<file path="config.mk">
export PLATFORM = sky130hd
export DESIGN_NAME = uda_core
export DESIGN_NICKNAME = d
export VERILOG_FILES = /design/src/inc/uda_pkg.sv /design/src/verilog/uda_sync.sv /design/src/verilog/uda_wmem.sv /design/src/verilog/uda_core.sv
export SDC_FILE = /design/constraint.sdc
export NUM_CORES = 1
export LEC_CHECK = 0
export BUFFER_PORTS_ARGS = -buffer_cell sky130_fd_sc_hd__buf_4
export CORE_ASPECT_RATIO = 2
export CORE_UTILIZATION = 40
export DETAILED_ROUTE_END_ITERATION = 16
export PLACE_DENSITY = 0.63
export SLEW_MARGIN = 0
export SYNTH_ARGS = -nofsm -noshare
export SYNTH_HDL_FRONTEND = slang
export SYNTH_HIERARCHICAL = 1
export SYNTH_SLANG_ARGS = --single-unit
</file>
<file path="constraint.sdc">
create_clock -name pclk -period 7.3 [get_ports pclk]
set_input_delay 1.095 -clock pclk [delete_from_list [all_inputs] [get_ports pclk]]
set_output_delay 1.095 -clock pclk [all_outputs]
set_load 0.1 [all_outputs]
</file>
<file path="src/inc/uda_pkg.sv">
// Purpose: shared constants and types of the command front end and data-out burst logic
// Assumes: 32-bit APB, word-aligned registers
// Notes: every offset, the status, control, event and drive/head field positions, the drive/head reset value and the pause cycle count live here
package uda_pkg;
  // register byte offsets
  localparam logic [7:0] OFS_FEATURE  = 8'h00;
  localparam logic [7:0] OFS_SECCNT   = 8'h04;
  localparam logic [7:0] OFS_SECNUM   = 8'h08;
  localparam logic [7:0] OFS_CYL      = 8'h0C;
  localparam logic [7:0] OFS_DRVHEAD  = 8'h10;
  localparam logic [7:0] OFS_COMMAND  = 8'h14;
  localparam logic [7:0] OFS_STATUS   = 8'h18;
  localparam logic [7:0] OFS_CTRL     = 8'h1C;
  localparam logic [7:0] OFS_IRQ_STS  = 8'h20;
  localparam logic [7:0] OFS_IRQ_MASK = 8'h24;
  localparam logic [7:0] OFS_DATA     = 8'h28;
  localparam logic [7:0] OFS_XFER     = 8'h2C;
  localparam logic [7:0] OFS_ADDR     = 8'h30;
  // status fields
  localparam int ST_ERR   = 0;
  localparam int ST_DRDY  = 6;
  localparam int ST_BSY   = 7;
  localparam int ST_CLS   = 8;
  localparam int ST_BURST = 10;
  // control fields
  localparam int CT_DONE  = 0;
  localparam int CT_GO    = 1;
  localparam int CT_INV   = 2;
  // interrupt events
  localparam int IRQ_N    = 4;
  localparam int EV_OK    = 0;
  localparam int EV_BAD   = 1;
  localparam int EV_WORD  = 2;
  localparam int EV_END   = 3;
  // drive/head fields
  localparam int DH_LBA   = 6;
  // drive/head reset value and the sector total for a zero count
  localparam logic [7:0] RST_DRVHEAD = 8'hA0;
  localparam logic [8:0] SEC_ZERO_MEANS = 9'h100;
  // timing: link pause-to-end least time, value arbitrary plain default
  localparam int CLK_MHZ  = 100;
  localparam int TRP_NS   = 160;
  localparam int TRP_CYC_RAW = (TRP_NS * CLK_MHZ + 999) / 1000;
  localparam int TRP_CYC  = (TRP_CYC_RAW < 1) ? 1 : TRP_CYC_RAW;
  localparam int PAUSE_ROOM = 3;

  typedef enum logic [1:0] {
    CLS_NONDATA = 2'b00,
    CLS_DATA_IN = 2'b01,
    CLS_DATA_OUT = 2'b10,
    CLS_INVALID = 2'b11
  } uda_cls_t;

  typedef enum logic [2:0] {
    B_IDLE  = 3'b000,
    B_REQ   = 3'b001,
    B_XFER  = 3'b010,
    B_PAUSE = 3'b011,
    B_END   = 3'b100
  } uda_bst_t;

  typedef struct packed {
    logic [7:0]  feat;
    logic [7:0]  scnt;
    logic [7:0]  snum;
    logic [15:0] cyl;
    logic [7:0]  dh;
  } uda_taskfile_t;
endpackage : uda_pkg

</file>
<file path="src/verilog/uda_sync.sv">
// Purpose: two-flop synchroniser for a bundle of pin levels
// Assumes: each bit is a level or a slow strobe
// Notes: first stage feeds only the second stage
`timescale 1ns/1ps
`default_nettype none
module uda_sync #(
  parameter int W = 1
) (
  // clock and reset
  input  wire logic         clk,
  input  wire logic         rst_n,
  // levels
  input  wire logic [W-1:0] d,
  output logic      [W-1:0] q
);
  logic [W-1:0] meta_q;

  // two stages, reset to zero
  always_ff @(posedge clk or negedge rst_n) begin
    if (!rst_n) begin
      meta_q <= '0;
      q      <= '0;
    end else begin
      meta_q <= d;
      q      <= meta_q;
    end
  end
endmodule : uda_sync
`default_nettype wire

</file>
<file path="src/verilog/uda_wmem.sv">
// Purpose: small word store for captured host data
// Assumes: one write and one read port on one clock
// Notes: read data comes out of a register, one edge after the address
`timescale 1ns/1ps
`default_nettype none
module uda_wmem #(
  parameter int W = 16,
  parameter int D = 8,
  parameter int AW = $clog2(D)
) (
  // clock
  input  wire logic          clk,
  // write port
  input  wire logic          we,
  input  wire logic [AW-1:0] waddr,
  input  wire logic [W-1:0]  wdata,
  // read port
  input  wire logic [AW-1:0] raddr,
  output logic      [W-1:0]  rdata
);
  logic [W-1:0] mem [D];

  // storage has no reset; contents are only read after a write
  always_ff @(posedge clk) begin
    if (we) begin
      mem[waddr] <= wdata;
    end
    rdata <= mem[raddr];
  end
endmodule : uda_wmem
`default_nettype wire

</file>
<file path="src/verilog/uda_core.sv">
// Purpose: task-file command front end with data-out burst flow control
// Assumes: APB master acts for the host; link pins sampled by pclk
// Notes:
// Operation
// - a device-ended burst drops the request only after the pause time since ready fell; a host stop ends it at once
// - after ready falls, up to three more strobed words are still taken
// - with request and acknowledge both off, ready stops being driven
// - request and acknowledge polarity is chosen by the interface mode bit
// - writing the command snapshots the loaded parameters and starts processing
// - each accepted command falls into one of three classes
// - every listed code is decoded and accepted, possibly as a no-op
// - an unknown code reports an invalid-command error, nothing executes
// - security codes F1 to F6 other than F5 are left unimplemented
// - code CDh takes full task-file parameters with block addressing
// - code 38h takes full task-file parameters with block addressing
// - sector count zero means 256 sectors
// - head number is the low four bits of drive/head, 0 to 15
`timescale 1ns/1ps
`default_nettype none
module uda_core #(
  parameter int DEPTH   = 8,
  parameter int TRP_CYC = uda_pkg::TRP_CYC
) (
  // clock and reset
  input  wire logic        pclk,
  input  wire logic        presetn,
  // apb slave
  input  wire logic        psel,
  input  wire logic        penable,
  input  wire logic        pwrite,
  input  wire logic [7:0]  paddr,
  input  wire logic [31:0] pwdata,
  output logic             pready,
  output logic             pslverr,
  output logic      [31:0] prdata,
  // interrupt
  output logic             irq,
  // data-out link pins
  input  wire logic [15:0] hd_i,
  input  wire logic        hstrobe_i,
  input  wire logic        stop_i,
  input  wire logic        dmack_i,
  output logic             dmarq_o,
  output logic             ddmardy_n_o,
  output logic             ddmardy_oe
);
  localparam int AW = $clog2(DEPTH);
  localparam logic [AW:0] CNT_PAUSE = (AW+1)'(DEPTH - uda_pkg::PAUSE_ROOM);
  localparam logic [AW:0] CNT_FULL  = (AW+1)'(DEPTH);
  localparam logic [7:0]  TRP_MAX   = 8'(TRP_CYC);

  // command class decode, used by the register path and the interrupt events
  function automatic uda_pkg::uda_cls_t cls_of(input logic [7:0] c);
    case (c) inside
      8'hEC, 8'hE4, 8'hC4, 8'h20, 8'h21, 8'hC8:                    cls_of = uda_pkg::CLS_DATA_IN;
      8'h50, 8'hE8, 8'hC5, 8'hCD, 8'h30, 8'h31, 8'h38, 8'h3C, 8'hCA: cls_of = uda_pkg::CLS_DATA_OUT;
      8'hE5, 8'h98, 8'h90, 8'hC0, 8'hE3, 8'h97, 8'hE1, 8'h95, 8'h91, 8'h00, 8'h40, 8'h41,
      8'h03, 8'hEF, 8'hC6, 8'hE6, 8'h99, 8'hE2, 8'h96, 8'hE0, 8'h94, 8'h87, 8'hF5,
      8'b0001_????, 8'b0111_????:                                    cls_of = uda_pkg::CLS_NONDATA;
      default:                                                       cls_of = uda_pkg::CLS_INVALID;
    endcase
  endfunction : cls_of

  // link pins through two flops
  logic [15:0] hd_s;
  logic        stb_s;
  logic        stop_s;
  logic        ack_s;
  uda_sync #(.W(19)) u_sync (
    .clk   (pclk),
    .rst_n (presetn),
    .d     ({hd_i, hstrobe_i, stop_i, dmack_i}),
    .q     ({hd_s, stb_s, stop_s, ack_s})
  );

  // registers
  uda_pkg::uda_taskfile_t tf_q;
  uda_pkg::uda_taskfile_t snap_q;
  uda_pkg::uda_cls_t      cls_q;
  uda_pkg::uda_bst_t      bst_q;
  logic [7:0]         cmd_q;
  logic               busy_q;
  logic               err_q;
  logic               rej_q;
  logic               go_q;
  logic               inv_q;
  logic [3:0]         irq_sts_q;
  logic [3:0]         irq_mask_q;
  logic [31:0]        prdata_q;
  logic               stb_q;
  logic [AW-1:0]      wr_ptr_q;
  logic [AW-1:0]      rd_ptr_q;
  logic [AW-1:0]      rd_ptr_d;
  logic [AW:0]        cnt_q;
  logic [7:0]         trp_q;
  logic [15:0]        mem_rdata;

  // bus decode
  logic wr_acc;
  logic rd_acc;
  logic setup;
  logic mapped;
  logic cmd_wr;
  logic done_wr;
  logic pop;
  logic push;
  logic stb_edge;
  logic ack_act;
  logic rq_act;
  logic rdy_act;
  logic [3:0] ev;
  logic [8:0] sec_total;

  assign setup   = psel & ~penable;
  assign wr_acc  = psel & penable & pwrite;
  assign rd_acc  = psel & penable & ~pwrite;
  assign mapped  = (paddr <= uda_pkg::OFS_ADDR) && (paddr[1:0] == 2'b00);
  assign cmd_wr  = wr_acc && paddr == uda_pkg::OFS_COMMAND && !busy_q;
  assign done_wr = wr_acc && paddr == uda_pkg::OFS_CTRL && pwdata[uda_pkg::CT_DONE];
  assign pop     = rd_acc && paddr == uda_pkg::OFS_DATA && cnt_q != '0;
  assign pready  = 1'b1;
  assign pslverr = psel & penable & ~mapped;
  assign prdata  = prdata_q;
  assign irq     = |(irq_sts_q & irq_mask_q);

  // task-file parameter registers, loaded before the command
  always_ff @(posedge pclk or negedge presetn) begin
    if (!presetn) begin
      tf_q    <= '0;
      tf_q.dh <= uda_pkg::RST_DRVHEAD;
    end else if (wr_acc && !busy_q) begin
      case (paddr)
        uda_pkg::OFS_FEATURE: tf_q.feat <= pwdata[7:0];
        uda_pkg::OFS_SECCNT:  tf_q.scnt <= pwdata[7:0];
        uda_pkg::OFS_SECNUM:  tf_q.snum <= pwdata[7:0];
        uda_pkg::OFS_CYL:     tf_q.cyl  <= pwdata[15:0];
        uda_pkg::OFS_DRVHEAD: tf_q.dh   <= pwdata[7:0];
        default: ;
      endcase
    end
  end

  // command write: snapshot, classify, busy until done or rejected
  always_ff @(posedge pclk or negedge presetn) begin
    if (!presetn) begin
      snap_q <= '0;
      cmd_q  <= '0;
      cls_q  <= uda_pkg::CLS_NONDATA;
      busy_q <= 1'b0;
      err_q  <= 1'b0;
      rej_q  <= 1'b0;
    end else if (cmd_wr) begin
      snap_q <= tf_q;
      cmd_q  <= pwdata[7:0];
      cls_q  <= cls_of(pwdata[7:0]);
      busy_q <= 1'b1;
      err_q  <= cls_of(pwdata[7:0]) == uda_pkg::CLS_INVALID;
      rej_q  <= cls_of(pwdata[7:0]) == uda_pkg::CLS_INVALID;
    end else if (rej_q || done_wr) begin
      busy_q <= 1'b0;
      rej_q  <= 1'b0;
    end
  end

  // sector total and addressing view of the snapshot
  assign sec_total = (snap_q.scnt == 8'h00) ? uda_pkg::SEC_ZERO_MEANS : {1'b0, snap_q.scnt};

  // control register: burst enable and bus polarity mode
  always_ff @(posedge pclk or negedge presetn) begin
    if (!presetn) begin
      go_q  <= 1'b0;
      inv_q <= 1'b0;
    end else if (wr_acc && paddr == uda_pkg::OFS_CTRL) begin
      go_q  <= pwdata[uda_pkg::CT_GO];
      inv_q <= pwdata[uda_pkg::CT_INV];
    end
  end

  // sticky events, write one to clear; a new event beats the clear
  assign ev[uda_pkg::EV_OK]   = cmd_wr && cls_of(pwdata[7:0]) != uda_pkg::CLS_INVALID;
  assign ev[uda_pkg::EV_BAD]  = cmd_wr && cls_of(pwdata[7:0]) == uda_pkg::CLS_INVALID;
  assign ev[uda_pkg::EV_WORD] = push;
  assign ev[uda_pkg::EV_END]  = bst_q == uda_pkg::B_END && !ack_act;
  always_ff @(posedge pclk or negedge presetn) begin
    if (!presetn) begin
      irq_sts_q  <= '0;
      irq_mask_q <= '0;
    end else begin
      if (wr_acc && paddr == uda_pkg::OFS_IRQ_STS) begin
        irq_sts_q <= (irq_sts_q & ~pwdata[3:0]) | ev;
      end else begin
        irq_sts_q <= irq_sts_q | ev;
      end
      if (wr_acc && paddr == uda_pkg::OFS_IRQ_MASK) begin
        irq_mask_q <= pwdata[3:0];
      end
    end
  end

  // read data is registered in the setup phase
  always_ff @(posedge pclk or negedge presetn) begin
    if (!presetn) begin
      prdata_q <= '0;
    end else if (setup) begin
      case (paddr)
        uda_pkg::OFS_FEATURE:  prdata_q <= {24'h0, tf_q.feat};
        uda_pkg::OFS_SECCNT:   prdata_q <= {24'h0, tf_q.scnt};
        uda_pkg::OFS_SECNUM:   prdata_q <= {24'h0, tf_q.snum};
        uda_pkg::OFS_CYL:      prdata_q <= {16'h0, tf_q.cyl};
        uda_pkg::OFS_DRVHEAD:  prdata_q <= {24'h0, tf_q.dh};
        uda_pkg::OFS_COMMAND:  prdata_q <= {24'h0, cmd_q};
        uda_pkg::OFS_STATUS:   prdata_q <= {21'h0, rq_act, cls_q, busy_q, ~busy_q, 5'h0, err_q};
        uda_pkg::OFS_CTRL:     prdata_q <= {29'h0, inv_q, go_q, 1'b0};
        uda_pkg::OFS_IRQ_STS:  prdata_q <= {28'h0, irq_sts_q};
        uda_pkg::OFS_IRQ_MASK: prdata_q <= {28'h0, irq_mask_q};
        uda_pkg::OFS_DATA:     prdata_q <= {15'h0, cnt_q != '0, mem_rdata};
        uda_pkg::OFS_XFER:     prdata_q <= {18'h0, snap_q.dh[uda_pkg::DH_LBA], snap_q.dh[3:0], sec_total};
        uda_pkg::OFS_ADDR:     prdata_q <= {4'h0, snap_q.dh[3:0], snap_q.cyl, snap_q.snum};
        default:               prdata_q <= '0;
      endcase
    end
  end

  // polarity per mode on request and acknowledge
  assign ack_act     = ack_s ^ inv_q;
  assign rq_act      = bst_q == uda_pkg::B_REQ || bst_q == uda_pkg::B_XFER || bst_q == uda_pkg::B_PAUSE;
  assign rdy_act     = bst_q == uda_pkg::B_XFER;
  assign dmarq_o     = rq_act ^ inv_q;
  assign ddmardy_n_o = ~rdy_act;
  assign ddmardy_oe  = rq_act | ack_act;

  // burst state: request, transfer, pause, end
  always_ff @(posedge pclk or negedge presetn) begin
    if (!presetn) begin
      bst_q <= uda_pkg::B_IDLE;
      trp_q <= '0;
    end else begin
      case (bst_q)
        uda_pkg::B_IDLE: begin
          if (go_q && cnt_q < CNT_PAUSE) begin
            bst_q <= uda_pkg::B_REQ;
          end
        end
        uda_pkg::B_REQ: begin
          if (ack_act) begin
            bst_q <= uda_pkg::B_XFER;
          end
        end
        uda_pkg::B_XFER: begin
          trp_q <= '0;
          if (stop_s) begin
            bst_q <= uda_pkg::B_END;
          end else if (!go_q || cnt_q >= CNT_PAUSE) begin
            bst_q <= uda_pkg::B_PAUSE;
          end
        end
        uda_pkg::B_PAUSE: begin
          if (trp_q < TRP_MAX) begin
            trp_q <= trp_q + 8'h01;
          end
          if (stop_s) begin
            bst_q <= uda_pkg::B_END;
          end else if (!go_q && trp_q >= TRP_MAX) begin
            bst_q <= uda_pkg::B_END;
          end else if (go_q && cnt_q < CNT_PAUSE) begin
            bst_q <= uda_pkg::B_XFER;
          end
        end
        uda_pkg::B_END: begin
          if (!ack_act) begin
            bst_q <= uda_pkg::B_IDLE;
          end
        end
        default: bst_q <= uda_pkg::B_IDLE;
      endcase
    end
  end

  // word capture on either strobe edge while the burst owns the lines
  assign stb_edge = stb_s ^ stb_q;
  assign push     = stb_edge && ack_act && cnt_q < CNT_FULL &&
                    (bst_q == uda_pkg::B_XFER || bst_q == uda_pkg::B_PAUSE);
  assign rd_ptr_d = pop ? rd_ptr_q + 1'b1 : rd_ptr_q;
  always_ff @(posedge pclk or negedge presetn) begin
    if (!presetn) begin
      stb_q    <= 1'b0;
      wr_ptr_q <= '0;
      rd_ptr_q <= '0;
      cnt_q    <= '0;
    end else begin
      stb_q    <= stb_s;
      rd_ptr_q <= rd_ptr_d;
      if (push) begin
        wr_ptr_q <= wr_ptr_q + 1'b1;
      end
      cnt_q <= cnt_q + (AW+1)'(push) - (AW+1)'(pop);
    end
  end

  // read port follows the next pointer so data is ready by the next setup
  uda_wmem #(.W(16), .D(DEPTH)) u_mem (
    .clk   (pclk),
    .we    (push),
    .waddr (wr_ptr_q),
    .wdata (hd_s),
    .raddr (rd_ptr_d),
    .rdata (mem_rdata)
  );

  property p_end_after_trp;
    @(posedge pclk) disable iff (!presetn)
    (bst_q == uda_pkg::B_PAUSE && !stop_s ##1 bst_q == uda_pkg::B_END) |-> $past(trp_q) >= TRP_MAX;
  endproperty
  a_end_after_trp: assert property (p_end_after_trp) else $error("burst ended before pause time");

  property p_room;
    @(posedge pclk) disable iff (!presetn) rdy_act |-> ##1 cnt_q <= CNT_PAUSE;
  endproperty
  a_room: assert property (p_room) else $error("ready held with too little room");

  // checks the end-to-idle step itself, not just the output decode
  property p_release;
    @(posedge pclk) disable iff (!presetn)
    (bst_q == uda_pkg::B_END && !ack_act) |=> bst_q == uda_pkg::B_IDLE && !ddmardy_oe && dmarq_o == inv_q;
  endproperty
  a_release: assert property (p_release) else $error("ready driven outside burst");

  property p_busy;
    @(posedge pclk) disable iff (!presetn) cmd_wr |-> ##1 busy_q && snap_q == $past(tf_q);
  endproperty
  a_busy: assert property (p_busy) else $error("command write did not set busy");

  property p_reject;
    @(posedge pclk) disable iff (!presetn)
    (cmd_wr && pwdata[7:0] == 8'hF1) |-> ##1 err_q ##1 !busy_q && irq_sts_q[uda_pkg::EV_BAD];
  endproperty
  a_reject: assert property (p_reject) else $error("security code not rejected");

  property p_wne;
    @(posedge pclk) disable iff (!presetn)
    (cmd_wr && (pwdata[7:0] == 8'hCD || pwdata[7:0] == 8'h38)) |-> ##1 !err_q && busy_q && cls_q == uda_pkg::CLS_DATA_OUT;
  endproperty
  a_wne: assert property (p_wne) else $error("write without erase refused");

  property p_count256;
    @(posedge pclk) disable iff (!presetn) (cmd_wr && tf_q.scnt == 8'h00) |-> ##1 sec_total == 9'h100;
  endproperty
  a_count256: assert property (p_count256) else $error("zero count not 256");

  property p_strobe_only;
    @(posedge pclk) disable iff (!presetn) $changed(cnt_q) && !$past(pop) |-> $past(stb_edge);
  endproperty
  a_strobe_only: assert property (p_strobe_only) else $error("word taken without strobe edge");
endmodule : uda_core
`default_nettype wire

</file>
==> out/qor.csv <==
metric,value,unit
period_needed,3.983,ns
path_cells,buf_4 -> nor4b_2 -> nand2_2 -> a2111oi_4 -> xor2_4 -> buf_4 -> mux4_1 -> mux2_2,
vias_per_cell,5.516,
ant_nets,0,
ir_drop,184.4,uV
core_area,0.03447,sq mm
relSlewSlack,25.63,%
seq_area_frac_synth,64.34,%
clock_latency,0.57,ns
critPathRequiredTime,7.76,ns
reg2reg_from,bst_q[2]$_DFFE_PN0P_,
grt_pass1_vias,8904,
max_cap_viol_count,0,
cts_root_buffer,clkbuf_16,
synth-main-ff-cell,dfrtp_1,
clock-sinks,340,
ys_warn_count,6,
crit_arrival,4.44,ns
p_leak,6.743,nW
wl,32460,um
row_count,96,
gr-usage-all-layers,18.55,%
powerDensity,260.0,mW/mm^2
fin_setup_tns,0,ns
final_hold_viol_count,0,
power,4.215,mW
portBuffers,80,
drt_iter0_markers,627,
ys_types,76,
cts_buffers,31,
slowest_stage,nor4b_2,
synth.avg_cell_area,14.07,sq um
cts_htree_levels,1,
finalCritPeriodShare,54.56,%
rsz0062_at_grt,false,
crit_type,in -> reg,
wl_per_cell,21.11,um
nets,1147,
syn_to_final_growth,15.00,%
regArea,0.009071,sq mm
drc,0,
cts_tree,done,
n_fill_cell,3010,
layout-drive-gt1-share,23.91,%
cp-start-kind,primary input,
hp-class,reg -> reg,
synth-seq-cells,340,
clockBufferDepth,3,
grt_pass1_wl,50440,um
fp.dieArea,0.03605,sq mm
multi_input_comb_area,0.004711,sq mm
cp-startpoint,paddr[2],
first_pass_iters,5,
gp_congestion,0.9120,
fmaxAchievable,251.1,MHz
grt_max_degree,82,
critical_path.max_fanout,19,
synthArstFlopShare,57.65,%
cp-end-kind,flip-flop,
skew,0.008673,ns
clkSlewWorstSetupHoldPaths,0.07,ns
antenna_found_initial,1,
critical-path-max-stage-delay,0.65,ns
setup_violations,0,
overflow,0,
worstMarginPinSlew,1.114,ns
status,"finished, final reports clean",
fin_util,47.03,%
syn_area,0.01410,sq mm
vias,8483,
synth_cells,1002,
synth_edf_count,128,
dp_hpwl,21990,um
cts_hold_buf,0,
r2r_setup_slack,4.14,ns
report.final.slew_viol_count,0,
die_x,134.8,um
die_h,267.5,um
start_util,40.90,%
placed_area,0.01514,sq mm
cts_setup_buffers,0,
cts_resized,0,
min_from,u_sync/meta_q[6]$_DFF_PN0_,
final_area,0.01621,sq mm
ios,102,
crit_path_frequent_cell,buf_4,
cell usage after synthesis, drive strengths merged, types with 3 or more instances:
library cell,n,area share (%)
o22ai,4,0.18
or4,4,0.21
a221oi,3,0.19
a22oi,25,1.3
a2111oi,5,0.44
nor2b,3,0.13
a31oi,9,0.40
nand3b,5,0.27
a22o,28,1.7
mux2,76,6.3
a21oi,18,0.64
mux2i,3,0.21
ha,10,0.89
xnor2,8,0.50
xor2,5,0.31
dfrtp,194,34
a32o,4,0.28
mux4,34,6.2
edfxtp,128,27
dfxtp,16,2.3
o2bb2ai,4,0.25
inv,17,0.45
a21o,7,0.37
o211ai,3,0.16
nand2,176,4.7
a32oi,3,0.19
and3,8,0.35
nor3,11,0.43
nor4b,4,0.55
nand4,6,0.27
clkbuf,30,0.81
nor3b,4,0.21
nand2b,6,0.27
nand3,8,0.28
buf,34,1.6
o31ai,5,0.27
o21ai,20,0.71
nor4,9,0.59
nor2,34,0.98
path summary, 6_finish.rpt:
kind | endpoint | cells past startpoint
min in group asynchronous | u_sync/meta_q[5]$_DFF_PN0_ | 1
worst min register to register | u_sync/q[6]$_DFF_PN0_ | 0
worst max-delay path | u_mem/rdata[14]$_DFF_P_ | 8
worst max register to register | u_mem/mem[6][14]$_DFFE_PP_ | 4
worst min-delay path | u_sync/q[6]$_DFF_PN0_ | 0
max in group asynchronous | busy_q$_DFFE_PN0P_ | 2
stage by stage:
step / std cells / worst slack (ns) / hold WS (ns)
final: 1538 / 3.317 / 0.3477
after CTS: 1537 / 3.288 / 0.3501
after global placement: 1480 / 2.692 / 0.3326
after floorplan: 1005 / 3.298 / 0.3312
after global routing: 1537 / 3.131 / 0.3521
after detailed placement: 1480 / 2.691 / 0.3347
layout make-up:
cell class / count / area share, %
timing repair buffer: 98 / 4.576
clock buffer: 33 / 4.892
inverter: 17 / 0.3935
tap: 441 / 3.403
sequential: 340 / 55.95
multi-input combinational: 584 / 29.05
clock inverter: 24 / 1.721
antenna: 1 / 0.01543
cell families after synthesis:
kind of cell | share of synthesized area [%]
AO/OA/AOI/OAI | 8.280
XOR/XNOR | 0.8075
adder cells (fa/ha/maj) | 1.029
buffers and inverters | 2.866
flip-flops | 64.34
multiplexers | 12.73
other | 0.05326
AND/OR/NAND/NOR | 9.904
routing by layer:
layer	GRT usage (%)	up-vias	wire (um)
met1	19.43	4293	11700
met5	0	-	11
met2	34.59	236	17540
met3	3.029	93	1470
li1	-	3859	-
met4	10.32	2	1735
report_power, final:
part / internal, mW / switching (mW) / leakage, nW
clock: 0.949 / 0.749 / 0.517
sequential: 2.05 / 0.0741 / 3.89
combinational: 0.136 / 0.258 / 2.34
total: 3.13 / 1.08 / 6.74
sequential cells by signal, indices dropped and copies added, names as in the netlist:
register and count:
bst_q 3, busy_q 1, cls_q 2, cmd_q 8, cnt_q 4, err_q 1, go_q 1, inv_q 1
irq_mask_q 4, irq_sts_q 4, prdata 28, rd_ptr_q 3, rej_q 1, snap_q 37, stb_q 1, tf_q 48
trp_q 8, u_mem/mem 128, u_mem/rdata 16, u_sync/meta_q 19, u_sync/q 19, wr_ptr_q 3
worst max-delay path: cells and delay by family:
| kind | cells | cell delay (ns) |
|---|---|---|
| buffers and inverters | 2 | 0.61 |
| XOR/XNOR | 1 | 0.55 |
| AND/OR/NAND/NOR | 2 | 0.81 |
| multiplexers | 2 | 0.87 |
| AO/OA/AOI/OAI | 1 | 0.49 |
cell usage in the layout, fill, tap and decap left out, types with 6 or more instances in the layout:
master	count
buf_4	97
inv_6	6
edfxtp_1	128
inv_1	17
mux4_1	28
nand4_1	6
nor3_1	8
clkbuf_16	31
mux2_4	10
mux2_2	63
and3_1	8
dfrtp_1	194
nand3_1	7
mux4_2	6
nand2_1	175
a21o_1	7
nor2_1	24
a31oi_1	9
nor2_2	10
a21oi_1	18
xnor2_1	7
ha_1	10
a22o_1	28
o21ai_0	16
a22oi_1	25
dfxtp_1	16
nand2b_1	6
No activity file was read; power rests on OpenSTA's default activity.
